[config.mk]
export PLATFORM = sky130hd
export DESIGN_NAME = quad_uart_host_port
export DESIGN_NICKNAME = d
export VERILOG_FILES = /design/src/quad_uart_pkg.sv /design/src/host_bus_if.sv /design/src/host_pin_sync.sv /design/src/quad_uart_host_port.sv
export VERILOG_INCLUDE_DIRS = /design/src
export SDC_FILE = /design/constraint.sdc
export NUM_CORES = 1
export LEC_CHECK = 0
export BUFFER_PORTS_ARGS = -buffer_cell sky130_fd_sc_hd__buf_2
export CAP_MARGIN = 10
export CORE_UTILIZATION = 55
export CTS_CLUSTER_SIZE = 8
export DETAILED_ROUTE_END_ITERATION = 6
export GPL_TIMING_DRIVEN = 0
export PLACE_DENSITY = 0.76
export SYNTH_ARGS = -nofsm -noshare
export SYNTH_HDL_FRONTEND = slang
export SYNTH_HIERARCHICAL = 1
export SYNTH_SLANG_ARGS = --single-unit
[constraint.sdc]
create_clock -name ref_clk_in -period 7 [get_ports ref_clk_in]
set_input_delay 0.7 -clock ref_clk_in [delete_from_list [all_inputs] [get_ports ref_clk_in]]
set_output_delay 0.7 -clock ref_clk_in [all_outputs]
set_load 0.005 [all_outputs]
[src/quad_uart_defines.svh]
// Purpose: offsets, field positions, reset values and widths of the quad serial host port
// Assumes: one 25 MHz clock; all host and modem pins arrive asynchronously
// Notes:   the behaviour list below is kept in step with the tags in the design files
//
// Behaviour
// - separate style: write strobe falling edge stores data at the register A0-A2 pick
// - write strobe pin exists only in separate style; otherwise it is read/write select
// - combined style: select high reads, low writes the register that chip select, A0-A4 pick
// - combined style merges interrupts of channels a to d onto one shared output
// - shared interrupt goes low when any channel has an enabled source pending
// - separate style: shared pin carries channel a interrupt, active high
// - separate style: high reset pin returns all registers and outputs to reset
// - while reset is held each channel transmit output and receive input are disabled
// - combined style: reset pin acts the same way but active low
// - each channel has its own ring indicator input and request-to-send output
// - low ring indicator input reports a ringing signal on that channel
// - low-to-high ring indicator transition raises a modem status interrupt condition
// - modem control bit 1 set drives request-to-send low, clear drives it high
// - after reset every request-to-send output is high
// - request-to-send steers flow only when enhanced feature bit 6 is set
// - separate style: read strobe falling edge drives register A0-A2 pick onto data bus
`ifndef QUAD_UART_DEFINES_SVH
`define QUAD_UART_DEFINES_SVH

`define NUM_CHAN      4
`define SYNC_W        26
`define SYNC_CS       0
`define SYNC_WR       1
`define SYNC_RD       2
`define SYNC_MODE     3
`define SYNC_RST      4
`define SYNC_RING     5
`define SYNC_RX       9
`define SYNC_ADDR     13
`define SYNC_DATA     18

`define REG_IER       3'h1
`define REG_ISR       3'h2
`define REG_MCR       3'h4
`define REG_MSR       3'h6
`define REG_EFR       3'h7

`define IER_RX        0
`define IER_TX        1
`define IER_LINE      2
`define IER_MODEM     3
`define MCR_RTS       1
`define EFR_AUTO_RTS  6
`define MSR_TERI      2
`define MSR_RING      6

`define ISR_NONE      8'h01
`define ISR_LINE      8'h06
`define ISR_RX        8'h04
`define ISR_TX        8'h02
`define ISR_MODEM     8'h00
`define REG_RESET     8'h00

`endif

[src/quad_uart_pkg.sv]
// Purpose: shared types of the quad serial host port
// Assumes: constants live in quad_uart_defines.svh
// Notes:   nothing here is imported; users write quad_uart_pkg::name
package quad_uart_pkg;
  typedef logic [7:0] byte_t;
  typedef logic [3:0] chan_vec_t;
  typedef enum logic [1:0] {
    ST_IDLE = 2'b01,
    ST_READ = 2'b10
  } access_st_t;
endpackage

[src/host_bus_if.sv]
// Purpose: carries synchronised host bus events from the pin stage to the register core
// Assumes: every signal is in the ref_clk_in domain
// Notes:   pulses last one cycle
`timescale 1ns/100ps
interface host_bus_if;
  logic                      mode;
  logic                      reset_active;
  logic                      wr_pulse;
  logic                      rd_pulse;
  logic                      rd_level;
  logic [4:0]                addr;
  quad_uart_pkg::byte_t      data;
  quad_uart_pkg::chan_vec_t  ring_n;
  quad_uart_pkg::chan_vec_t  ring_rise;
  quad_uart_pkg::chan_vec_t  rx;

  modport sync_side (output mode, reset_active, wr_pulse, rd_pulse, rd_level,
                     output addr, data, ring_n, ring_rise, rx);
  modport core_side (input mode, reset_active, wr_pulse, rd_pulse, rd_level,
                     input addr, data, ring_n, ring_rise, rx);
endinterface

[src/host_pin_sync.sv]
// Purpose: two-stage synchronisers and edge detection for host and modem pins
// Assumes: host holds address and data stable around its strobe
// Notes:   mode 1 = separate strobes, mode 0 = combined read/write select
`timescale 1ns/100ps
`include "quad_uart_defines.svh"
module host_pin_sync (
  input  wire logic               ref_clk_in,
  input  wire logic               rst_in,
  input  wire logic [`SYNC_W-1:0] pins_in,
  host_bus_if.sync_side           bus
);
  logic [`SYNC_W-1:0] s1_ff;
  logic [`SYNC_W-1:0] s2_ff;
  logic [`SYNC_W-1:0] prev_ff;
  logic [`SYNC_W-1:0] nxt_s1;
  logic [`SYNC_W-1:0] nxt_s2;
  logic [`SYNC_W-1:0] nxt_prev;
  logic               cs_n;
  logic               cs_fall;
  logic               wr_fall;
  logic               rd_fall;

  // ****************************************
  // synchroniser stages
  // ****************************************
  genvar g;
  generate
    for (g = 0; g < `SYNC_W; g = g + 1) begin : g_sync
      always_comb begin
        nxt_s1[g]   = pins_in[g];
        nxt_s2[g]   = s1_ff[g];
        nxt_prev[g] = s2_ff[g];
      end
    end
  endgenerate

  always_ff @(posedge ref_clk_in or posedge rst_in) begin
    if (rst_in) begin
      s1_ff   <= {`SYNC_W{1'b1}};
      s2_ff   <= {`SYNC_W{1'b1}};
      prev_ff <= {`SYNC_W{1'b1}};
    end else begin
      s1_ff   <= nxt_s1;
      s2_ff   <= nxt_s2;
      prev_ff <= nxt_prev;
    end
  end

  // ****************************************
  // edge detection and bus style decode
  // ****************************************
  always_comb begin
    cs_n    = s2_ff[`SYNC_CS];
    cs_fall = prev_ff[`SYNC_CS] & ~s2_ff[`SYNC_CS];
    wr_fall = prev_ff[`SYNC_WR] & ~s2_ff[`SYNC_WR];
    rd_fall = prev_ff[`SYNC_RD] & ~s2_ff[`SYNC_RD];
    bus.mode = s2_ff[`SYNC_MODE];
    bus.reset_active = bus.mode ? s2_ff[`SYNC_RST] : ~s2_ff[`SYNC_RST];
    if (bus.mode) begin
      bus.wr_pulse = ~cs_n & wr_fall;
      bus.rd_pulse = ~cs_n & rd_fall;
      bus.rd_level = ~cs_n & ~s2_ff[`SYNC_RD];
    end else begin
      bus.wr_pulse = cs_fall & ~s2_ff[`SYNC_WR];
      bus.rd_pulse = cs_fall & s2_ff[`SYNC_WR];
      bus.rd_level = ~cs_n & s2_ff[`SYNC_WR];
    end
    bus.addr      = s2_ff[`SYNC_ADDR +: 5];
    bus.data      = s2_ff[`SYNC_DATA +: 8];
    bus.ring_n    = s2_ff[`SYNC_RING +: 4];
    bus.ring_rise = s2_ff[`SYNC_RING +: 4] & ~prev_ff[`SYNC_RING +: 4];
    bus.rx        = s2_ff[`SYNC_RX +: 4];
  end
endmodule

[src/quad_uart_host_port.sv]
// Purpose: host strobes, shared interrupt, reset and modem pins of a four channel serial port
// Assumes: datapath supplies interrupt source levels and transmit data on ref_clk_in
// Notes:   channel from A4-A3, register from A2-A0; output enable low while driving
`timescale 1ns/100ps
`include "quad_uart_defines.svh"
module quad_uart_host_port (
  input  wire logic                      ref_clk_in,
  input  wire logic                      rst_in,
  input  wire logic                      bus_mode_in,
  input  wire logic                      reset_pin_in,
  input  wire logic                      chip_select_n_in,
  input  wire logic                      host_write_strobe_n_in,
  input  wire logic                      host_read_strobe_n_in,
  input  wire logic [4:0]                addr_in,
  input  wire quad_uart_pkg::byte_t      data_in,
  output      quad_uart_pkg::byte_t      data_out,
  output      logic                      data_oe_n_out,
  input  wire quad_uart_pkg::chan_vec_t  ring_indicator_n_in,
  output      quad_uart_pkg::chan_vec_t  rts_n_out,
  output      quad_uart_pkg::chan_vec_t  auto_rts_en_out,
  input  wire quad_uart_pkg::chan_vec_t  rx_pin_in,
  output      quad_uart_pkg::chan_vec_t  rx_data_out,
  input  wire quad_uart_pkg::chan_vec_t  tx_data_in,
  output      quad_uart_pkg::chan_vec_t  tx_pin_out,
  input  wire quad_uart_pkg::chan_vec_t  rx_ready_in,
  input  wire quad_uart_pkg::chan_vec_t  tx_empty_in,
  input  wire quad_uart_pkg::chan_vec_t  line_status_in,
  output      quad_uart_pkg::chan_vec_t  channel_irq_out,
  output      logic                      shared_irq_out,
  output      logic                      device_reset_out
);

  // ****************************************
  // declarations
  // ****************************************
  host_bus_if bus ();

  quad_uart_pkg::byte_t      mem_ff [0:`NUM_CHAN-1][0:7];
  quad_uart_pkg::byte_t      nxt_mem [0:`NUM_CHAN-1][0:7];
  quad_uart_pkg::chan_vec_t  teri_ff;
  quad_uart_pkg::chan_vec_t  nxt_teri;
  quad_uart_pkg::byte_t      data_ff;
  quad_uart_pkg::byte_t      nxt_data;
  quad_uart_pkg::access_st_t st_ff;
  quad_uart_pkg::access_st_t nxt_st;
  quad_uart_pkg::chan_vec_t  irq_ff;
  quad_uart_pkg::chan_vec_t  nxt_irq;
  logic                      shared_ff;
  logic                      nxt_shared;
  quad_uart_pkg::chan_vec_t  tx_ff;
  quad_uart_pkg::chan_vec_t  nxt_tx;
  quad_uart_pkg::chan_vec_t  rx_ff;
  quad_uart_pkg::chan_vec_t  nxt_rx;
  quad_uart_pkg::chan_vec_t  pend;
  quad_uart_pkg::byte_t      isr [0:`NUM_CHAN-1];
  quad_uart_pkg::byte_t      rdata;
  logic [1:0]                ch;
  logic [2:0]                off;

  // ****************************************
  // pin synchroniser
  // ****************************************
  host_pin_sync u_sync (
    .ref_clk_in (ref_clk_in),
    .rst_in     (rst_in),
    .pins_in    ({data_in, addr_in, rx_pin_in, ring_indicator_n_in, reset_pin_in,
                  bus_mode_in, host_read_strobe_n_in, host_write_strobe_n_in,
                  chip_select_n_in}),
    .bus        (bus.sync_side)
  );

  // ****************************************
  // interrupt status encoding
  // ****************************************
  function automatic quad_uart_pkg::byte_t isr_code(
    input quad_uart_pkg::byte_t interrupt_enable_reg,
    input logic                 rx,
    input logic                 tx,
    input logic                 ls,
    input logic                 ms
  );
    quad_uart_pkg::byte_t code;
    code = `ISR_NONE;
    if (interrupt_enable_reg[`IER_LINE] && ls) begin
      code = `ISR_LINE;
    end else if (interrupt_enable_reg[`IER_RX] && rx) begin
      code = `ISR_RX;
    end else if (interrupt_enable_reg[`IER_TX] && tx) begin
      code = `ISR_TX;
    end else if (interrupt_enable_reg[`IER_MODEM] && ms) begin
      code = `ISR_MODEM;
    end
    return code;
  endfunction

  function automatic logic writable(input logic [2:0] o);
    return (o != `REG_ISR) && (o != `REG_MSR);
  endfunction

  genvar c;
  generate
    for (c = 0; c < `NUM_CHAN; c = c + 1) begin : g_chan
      always_comb begin
        isr[c]  = isr_code(mem_ff[c][`REG_IER], rx_ready_in[c], tx_empty_in[c],
                           line_status_in[c], teri_ff[c]);
        pend[c] = ~isr[c][0];
      end
    end
  endgenerate

  // ****************************************
  // register read selection
  // ****************************************
  always_comb begin
    ch  = bus.addr[4:3];
    off = bus.addr[2:0];
    case (off)
      `REG_ISR: rdata = isr[ch];
      `REG_MSR: begin
        rdata = `REG_RESET;
        rdata[`MSR_RING] = ~bus.ring_n[ch];
        rdata[`MSR_TERI] = teri_ff[ch];
      end
      default:  rdata = mem_ff[ch][off];
    endcase
  end

  // ****************************************
  // register file and access state
  // ****************************************
  always_comb begin
    nxt_mem  = mem_ff;
    nxt_teri = teri_ff | bus.ring_rise;
    nxt_data = data_ff;
    nxt_st   = st_ff;
    case (st_ff)
      quad_uart_pkg::ST_IDLE: begin
        if (bus.rd_pulse) begin
          nxt_data = rdata;
          nxt_st   = quad_uart_pkg::ST_READ;
          if (off == `REG_MSR) begin
            nxt_teri[ch] = bus.ring_rise[ch];
          end
        end
      end
      quad_uart_pkg::ST_READ: begin
        if (!bus.rd_level) begin
          nxt_st = quad_uart_pkg::ST_IDLE;
        end
      end
      default: nxt_st = quad_uart_pkg::ST_IDLE;
    endcase
    if (bus.wr_pulse && writable(off)) begin
      nxt_mem[ch][off] = bus.data;
    end
    if (bus.reset_active) begin
      for (int i = 0; i < `NUM_CHAN; i++) begin
        for (int j = 0; j < 8; j++) begin
          nxt_mem[i][j] = `REG_RESET;
        end
      end
      nxt_teri = 4'h0;
      nxt_data = `REG_RESET;
      nxt_st   = quad_uart_pkg::ST_IDLE;
    end
  end

  always_ff @(posedge ref_clk_in or posedge rst_in) begin
    if (rst_in) begin
      for (int i = 0; i < `NUM_CHAN; i++) begin
        for (int j = 0; j < 8; j++) begin
          mem_ff[i][j] <= `REG_RESET;
        end
      end
      teri_ff <= 4'h0;
      data_ff <= `REG_RESET;
      st_ff   <= quad_uart_pkg::ST_IDLE;
    end else begin
      mem_ff  <= nxt_mem;
      teri_ff <= nxt_teri;
      data_ff <= nxt_data;
      st_ff   <= nxt_st;
    end
  end

  // ****************************************
  // interrupt and serial pin outputs
  // ****************************************
  always_comb begin
    nxt_irq    = pend;
    nxt_shared = bus.mode ? pend[0] : ~(|pend);
    nxt_tx     = tx_data_in;
    nxt_rx     = bus.rx;
    if (bus.reset_active) begin
      nxt_irq    = 4'h0;
      nxt_shared = ~bus.mode;
      nxt_tx     = 4'hf;
      nxt_rx     = 4'hf;
    end
  end

  always_ff @(posedge ref_clk_in or posedge rst_in) begin
    if (rst_in) begin
      irq_ff    <= 4'h0;
      shared_ff <= 1'b0;
      tx_ff     <= 4'hf;
      rx_ff     <= 4'hf;
    end else begin
      irq_ff    <= nxt_irq;
      shared_ff <= nxt_shared;
      tx_ff     <= nxt_tx;
      rx_ff     <= nxt_rx;
    end
  end

  generate
    for (c = 0; c < `NUM_CHAN; c = c + 1) begin : g_modem
      always_comb begin
        rts_n_out[c]       = ~mem_ff[c][`REG_MCR][`MCR_RTS];
        auto_rts_en_out[c] = mem_ff[c][`REG_EFR][`EFR_AUTO_RTS];
      end
    end
  endgenerate

  always_comb begin
    data_out         = data_ff;
    data_oe_n_out    = (st_ff != quad_uart_pkg::ST_READ);
    channel_irq_out  = irq_ff;
    shared_irq_out   = shared_ff;
    tx_pin_out       = tx_ff;
    rx_data_out      = rx_ff;
    device_reset_out = bus.reset_active;
  end
endmodule

## Word-level counts from Yosys, hierarchy flattened

Cells that the tools add are included.

- Register bits after elaboration: 344
- Bits in latches: 0
- Bits in writable memories: 0
- ROM bits: 0
- Bits of input ports: 44
- Output and inout bits: 31
- Memories: 0

- Add/subtract/negate cells: 0
- Multipliers: 0
- Div/mod/pow operators: 0
- Order comparisons: 6
- Eq/ne operators: 9
- Shifts and indexed selects: 0
- Mux-type cells: 62
- Bitwise operators: 29
- Reductions and logical operators: 27

Operator list:

| operator | count |
|---|---|
| $mux 256 | 2 |
| $bwmux 256 | 1 |
| $mux 64 | 3 |
| $bmux 64 s2 | 1 |
| $demux 64 s2 | 1 |
| $mux 8 | 8 |
| $mux 4 | 7 |
| $bmux 8 s3 | 1 |
| $demux 8 s3 | 1 |
| $mux 3 | 8 |
| $logic_and 1x1->1 | 21 |
| $bmux 8 s2 | 1 |
| $pmux 8 s2 | 1 |
| $not 1->1 | 15 |
| $mux 1 | 14 |
| $mux 2 | 7 |
| $and 1x1->1 | 9 |
| $ne 3x3->1 const B | 3 |
| $bmux 1 s2 | 3 |
| $reduce_bool 2->1 | 3 |
| $and 4x4->4 | 1 |
| $bwmux 4 | 1 |
| $ge 4x4->1 const B | 1 |
| $lt 4x1->1 const B | 1 |
| 18 further kinds | 19 |

## Logic depth before layout (Yosys ltp)

- Word-level depth: 12
- Depth in mapped cells: 10
- Gate-level depth less buffers: 7

## Modules after synthesis

Netlist, hierarchy kept.

Modules (own cells, without submodules):

| module | times used | cells each | area an instance (µm²) | seq. area each (µm²) |
|---|---|---|---|---|
| quad_uart_host_port | 1 | 1,229 | 12,090.3 | 6,192.2 |
| host_pin_sync | 1 | 93 | 1,796.7 | 1,550.2 |

## Worst setup path before layout

OpenSTA, ideal clock, no wires.

- Path type: register to register
- From: register u_sync.s2_ff[16], in the netlist u_sync/nxt_prev[16]
- To: register data_ff[3], in the netlist data_out[3]
- Library setup time: 0.123 ns
- Data arrival time: 2.030 ns
- Required time: 6.877 ns
- Path slack: 4.847 ns
- Cell stages (with the launch flop): 8
- Path buffers: 2
- Cell sequence: dfstp_2 buf_4 buf_6 mux4_1 mux2_2 a221oi_2 a31oi_1 o221a_1

- Longest elaborated chain between the ends: 11

Ends and longest elaborated chain:

| item | line | source |
|---|---|---|
| start: declaration | host_pin_sync.sv:13 | `` logic [`SYNC_W-1:0] s2_ff; `` |
| start signal: assignment | host_pin_sync.sv:40 | `` s2_ff <= {`SYNC_W{1'b1}}; `` |
| start signal: assignment | host_pin_sync.sv:44 | `s2_ff <= nxt_s2;` |
| $not 2->3 (implied by the code) * | quad_uart_host_port.sv:118, quad_uart_host_port.sv:124 |  |
| $bmux 64 s2 | quad_uart_host_port.sv:124 | `default: rdata = mem_ff[ch][off];` |
| $mux 64 (implied by the code) (2 in series) | quad_uart_host_port.sv:124 |  |
| $bmux 8 s3 | quad_uart_host_port.sv:124 |  |
| $mux 8 (implied by the code) (2 in series) | quad_uart_host_port.sv:124 |  |
| $pmux 8 s2 * | quad_uart_host_port.sv:117 | `case (off)` |
| $mux 8 * | quad_uart_host_port.sv:138 | `if (bus.rd_pulse) begin` |
| $mux 8 * | quad_uart_host_port.sv:136 | `case (st_ff)` |
| $mux 8 * | quad_uart_host_port.sv:156 | `if (bus.reset_active) begin` |
| end signal: assignment | quad_uart_host_port.sv:176 | `` data_ff <= `REG_RESET; `` |
| end signal: assignment | quad_uart_host_port.sv:181 | `data_ff <= nxt_data;` |
| end: declaration | quad_uart_host_port.sv:42 | `quad_uart_pkg::byte_t data_ff;` |

Mark *: on every way between the ends. The rest lies on a longest branch, timed or not. The select of a mux whose other input is x is not followed.
A chain may end at the register's enable or synchronous reset.

## Worst setup path in the final report

- From: register u_sync.s2_ff[17], in the netlist u_sync/nxt_prev[17]
- To: register data_ff[5], in the netlist data_out[5]

Same word-level chain as after synthesis.

==> metrics.txt <==
Pins Over Slew Limit 0; fraction of final layout cells with drive strength greater than 1 between 20% and 30%; Max stage delay on crit path around 0.90 ns; number of warnings printed during yosys synthesis 6; endpoint of the most critical register-to-register path data_out[5]; Cell Count Post-Placement around 1700; met2 Use GR about half; top achievable clock speed between 0.2 and 0.3 GHz; first-pass GRT wire length 68600 um; number of clock buffers inserted by TritonCTS 44; layout net count around 1500; type of origin of the critical path register; share of the clock period used by the worst path after layout 48.9%; largest net degree at the start of global routing between 40 and 50; Overflow after GRT 0; final instance count without filler cells 1810; Gate Count Post-Synth around 1300; internal power 3.12 mW; die width around 160 um; r2r worst-path depth 6; # Max-Cap Violations 0; synthesized area per cell between 10 and 15 um^2; DRC violations left 0; clock tree from TritonCTS yes; Post-Place Setup Slack 3.82 ns; post-synthesis net count 1366; leading cell type in the layout, fill and taps excluded nand2_1; Layout area overhead 16.0%; IO Count 75; Gate power share 7.6%; Clock Skews 0.0238 ns; final instance area 16100 um^2; Worst Path Required 7.38 ns; setup repair after global routing missed its margin false; DRT antenna net count 0; count of final setup violators 0; count of buffers inserted at the top-level ports 74; slowest library cell on the worst path clkbuf_1; switching share of power between 20% and 30%; switching power slightly above 1 mW; core area between 20000 and 25000 um^2; Leakage 6.65 nW; sequential-to-total area share from yosys stat 55.8%; commonest cells after routing, fill and taps aside nand2_1 (241), dfrtp_1 (238), a21oi_1 (210), nand3_1 (199), clkbuf_1 (108); type of element capturing the critical path register; post-CTS clock slew at the launch and capture registers of the worst setup and hold paths 0.05 ns; class of the tightest hold or removal check input pin to async pin; setup TNS after final layout 0 ns; Routed WL per cell approximately 25 um; run status complete, no violations; final setup slack of the worst path approximately 3.6 ns; endpoint arrival time on the critical path between 3 and 4 ns; insertion delay to the later sink of the worst-skew pair 0.54 ns; category of the most critical setup path register to register; die area approximately 26000 um^2; dominant register cell in the synthesized netlist dfrtp_1; Reg power frac 44.1%; peak fanout along the critical path 10; clock network fraction of total power 48.3%; initial antenna violation count 1; total of flip-flops plus latches after synthesis just over 300; via density per instance 6.51; post-CTS setup buffers 0; number of buffers on the longest clock path 3; initial DRC count roughly 1700; Starting Density 56.6%; post-synthesis cell area around 14000 um^2; area of placed instances roughly 15000 um^2; M3 GR Usage about 11%; cell chain of the critical path buf_4 -> buf_2 -> clkbuf_1 -> mux4_2 -> a2111oi_0 -> nor3_1; vertical die dimension 161 um; launch point of the worst reg-to-reg path u_sync/nxt_prev[17]; maximum vdd ir drop ~0.00019 V; number of H-tree levels 2; number of hold buffers added after CTS 0; post-cts resize count 0; actual slew at the worst max-slew pin approximately 1.2 ns; total power divided by cell area ~260 nW/um^2; number of enable flip-flop cells after synthesis 0; asr flop ratio synth 100%; busiest layer in global routing met2; Sink Count 306; weighted congestion reported at the end of routability-driven placement ~1; number of hold violations in the final report 0; worst relative slew slack between 20 and 25%; Power Total between 4 and 5 mW; shortest period the worst path allows roughly 3.4 ns; # rows 57; final wirelength between 40000 and 50000 um; Yosys cell types 58; minimum setup slack among reg-to-reg paths roughly 3.6 ns; via count of the first global-routing pass about 11000; overall via count from detail_route roughly 12000; detailed-router iteration count before antenna repair 6; overall track demand over capacity in global routing between 30% and 40%; met1 GRT Util between 40% and 50%; cell at the root of the clock tree clkbuf_16; DP HPWL roughly 30000 um
[kinds of logic (layout without fill, tap and decap cells)]
kind of cell | Yosys count | in the layout | share of synthesized area, %
xor gates and xnor gates | 1 | 1 | 0.0631
DFF | 306 | 306 | 55.8
muxes | 69 | 69 | 10.1
and+or+nand+nor | 531 | 531 | 17.9
other | 0 | 1 | 0
buffers and inverters | 155 | 318 | 5.74
AOI/OAI and AO/OA | 260 | 260 | 10.4
[through the flow]
stage	util, %	hold slack (ns)
2_1_floorplan	-	0.345
3_3_place_gp	59.8	0.345
3_5_place_dp	60.4	0.347
4_1_cts	65.7	0.0739
5_1_grt	65.7	0.0938
6_report	65.7	0.0766
[registers in the layout, summed over array words and instances (netlist names)]
| name | flops |
|---|---|
| auto_rts_en_out | 4 |
| u_sync/nxt_s2 | 26 |
| rx_data_out | 4 |
| data_out | 8 |
| shared_irq_out | 1 |
| st_ff | 2 |
| channel_irq_out | 4 |
| u_sync/nxt_prev | 26 |
| mem_ff | 216 |
| tx_pin_out | 4 |
| u_sync/prev_ff | 7 |
| teri_ff | 4 |
[final cells by class]
type	count	area, um^2
clock inverter	2	25.0
clock buffer	80	1280
multi-input combinational	861	5350
timing repair buffer	81	510
antenna	1	2.50
sequential	306	7740
tap	324	405
inverter	10	41.3
buffer	145	759
fill	1921	8420
[worst max-delay path by stage]
stage,start,slack [ns],cells after the start,endpoint
2_1_floorplan,rst_in,3.06,1,auto_rts_en_out[0]
3_3_place_gp,rst_in,1.59,2,mem_ff[207]
3_5_place_dp,u_sync/nxt_prev[17],3.82,6,data_out[5]
4_1_cts,u_sync/nxt_prev[17],3.79,6,data_out[5]
5_1_grt,u_sync/nxt_prev[17],3.59,6,data_out[5]
6_report,u_sync/nxt_prev[17],3.58,6,data_out[5]
[synthesized netlist by cell type, types with 12 or more instances]
cell,count,area [um^2]
dfstp_2,68,1790
a21oi_1,210,1050
mux4_2,48,1080
dfrtp_1,238,5960
buf_2,29,145
nor2b_1,34,213
clkbuf_1,74,278
nand2_1,241,905
nor2_1,15,56.3
mux2i_1,12,120
nand3_1,199,996
buf_4,26,195
[power by group through the flow]
stage	logic [mW]	clock network [mW]	registers [mW]
floorplan	0.178	0	1.86
global placement	0.292	0	1.86
detailed placement	0.304	0	1.86
CTS	0.306	2.01	1.83
global route	0.331	2.09	1.83
finish	0.315	2.01	1.83
[worst max-delay path, delay by kind of cell (launching register included)]
family	cells	cell delay, ns
flops	1	0.51
compound gates	1	0.72
buf+inv	3	1.42
mux	1	0.48
simple gates	1	0.11
[routing by layer]
layer / up-vias / wire [um]
met4: 0 / 2950
met5: - / 0
met3: 221 / 5920
li1: 4900 / -
met2: 952 / 19500
met1: 5709 / 16400
Note: power is estimated with default switching activity, not from simulation.
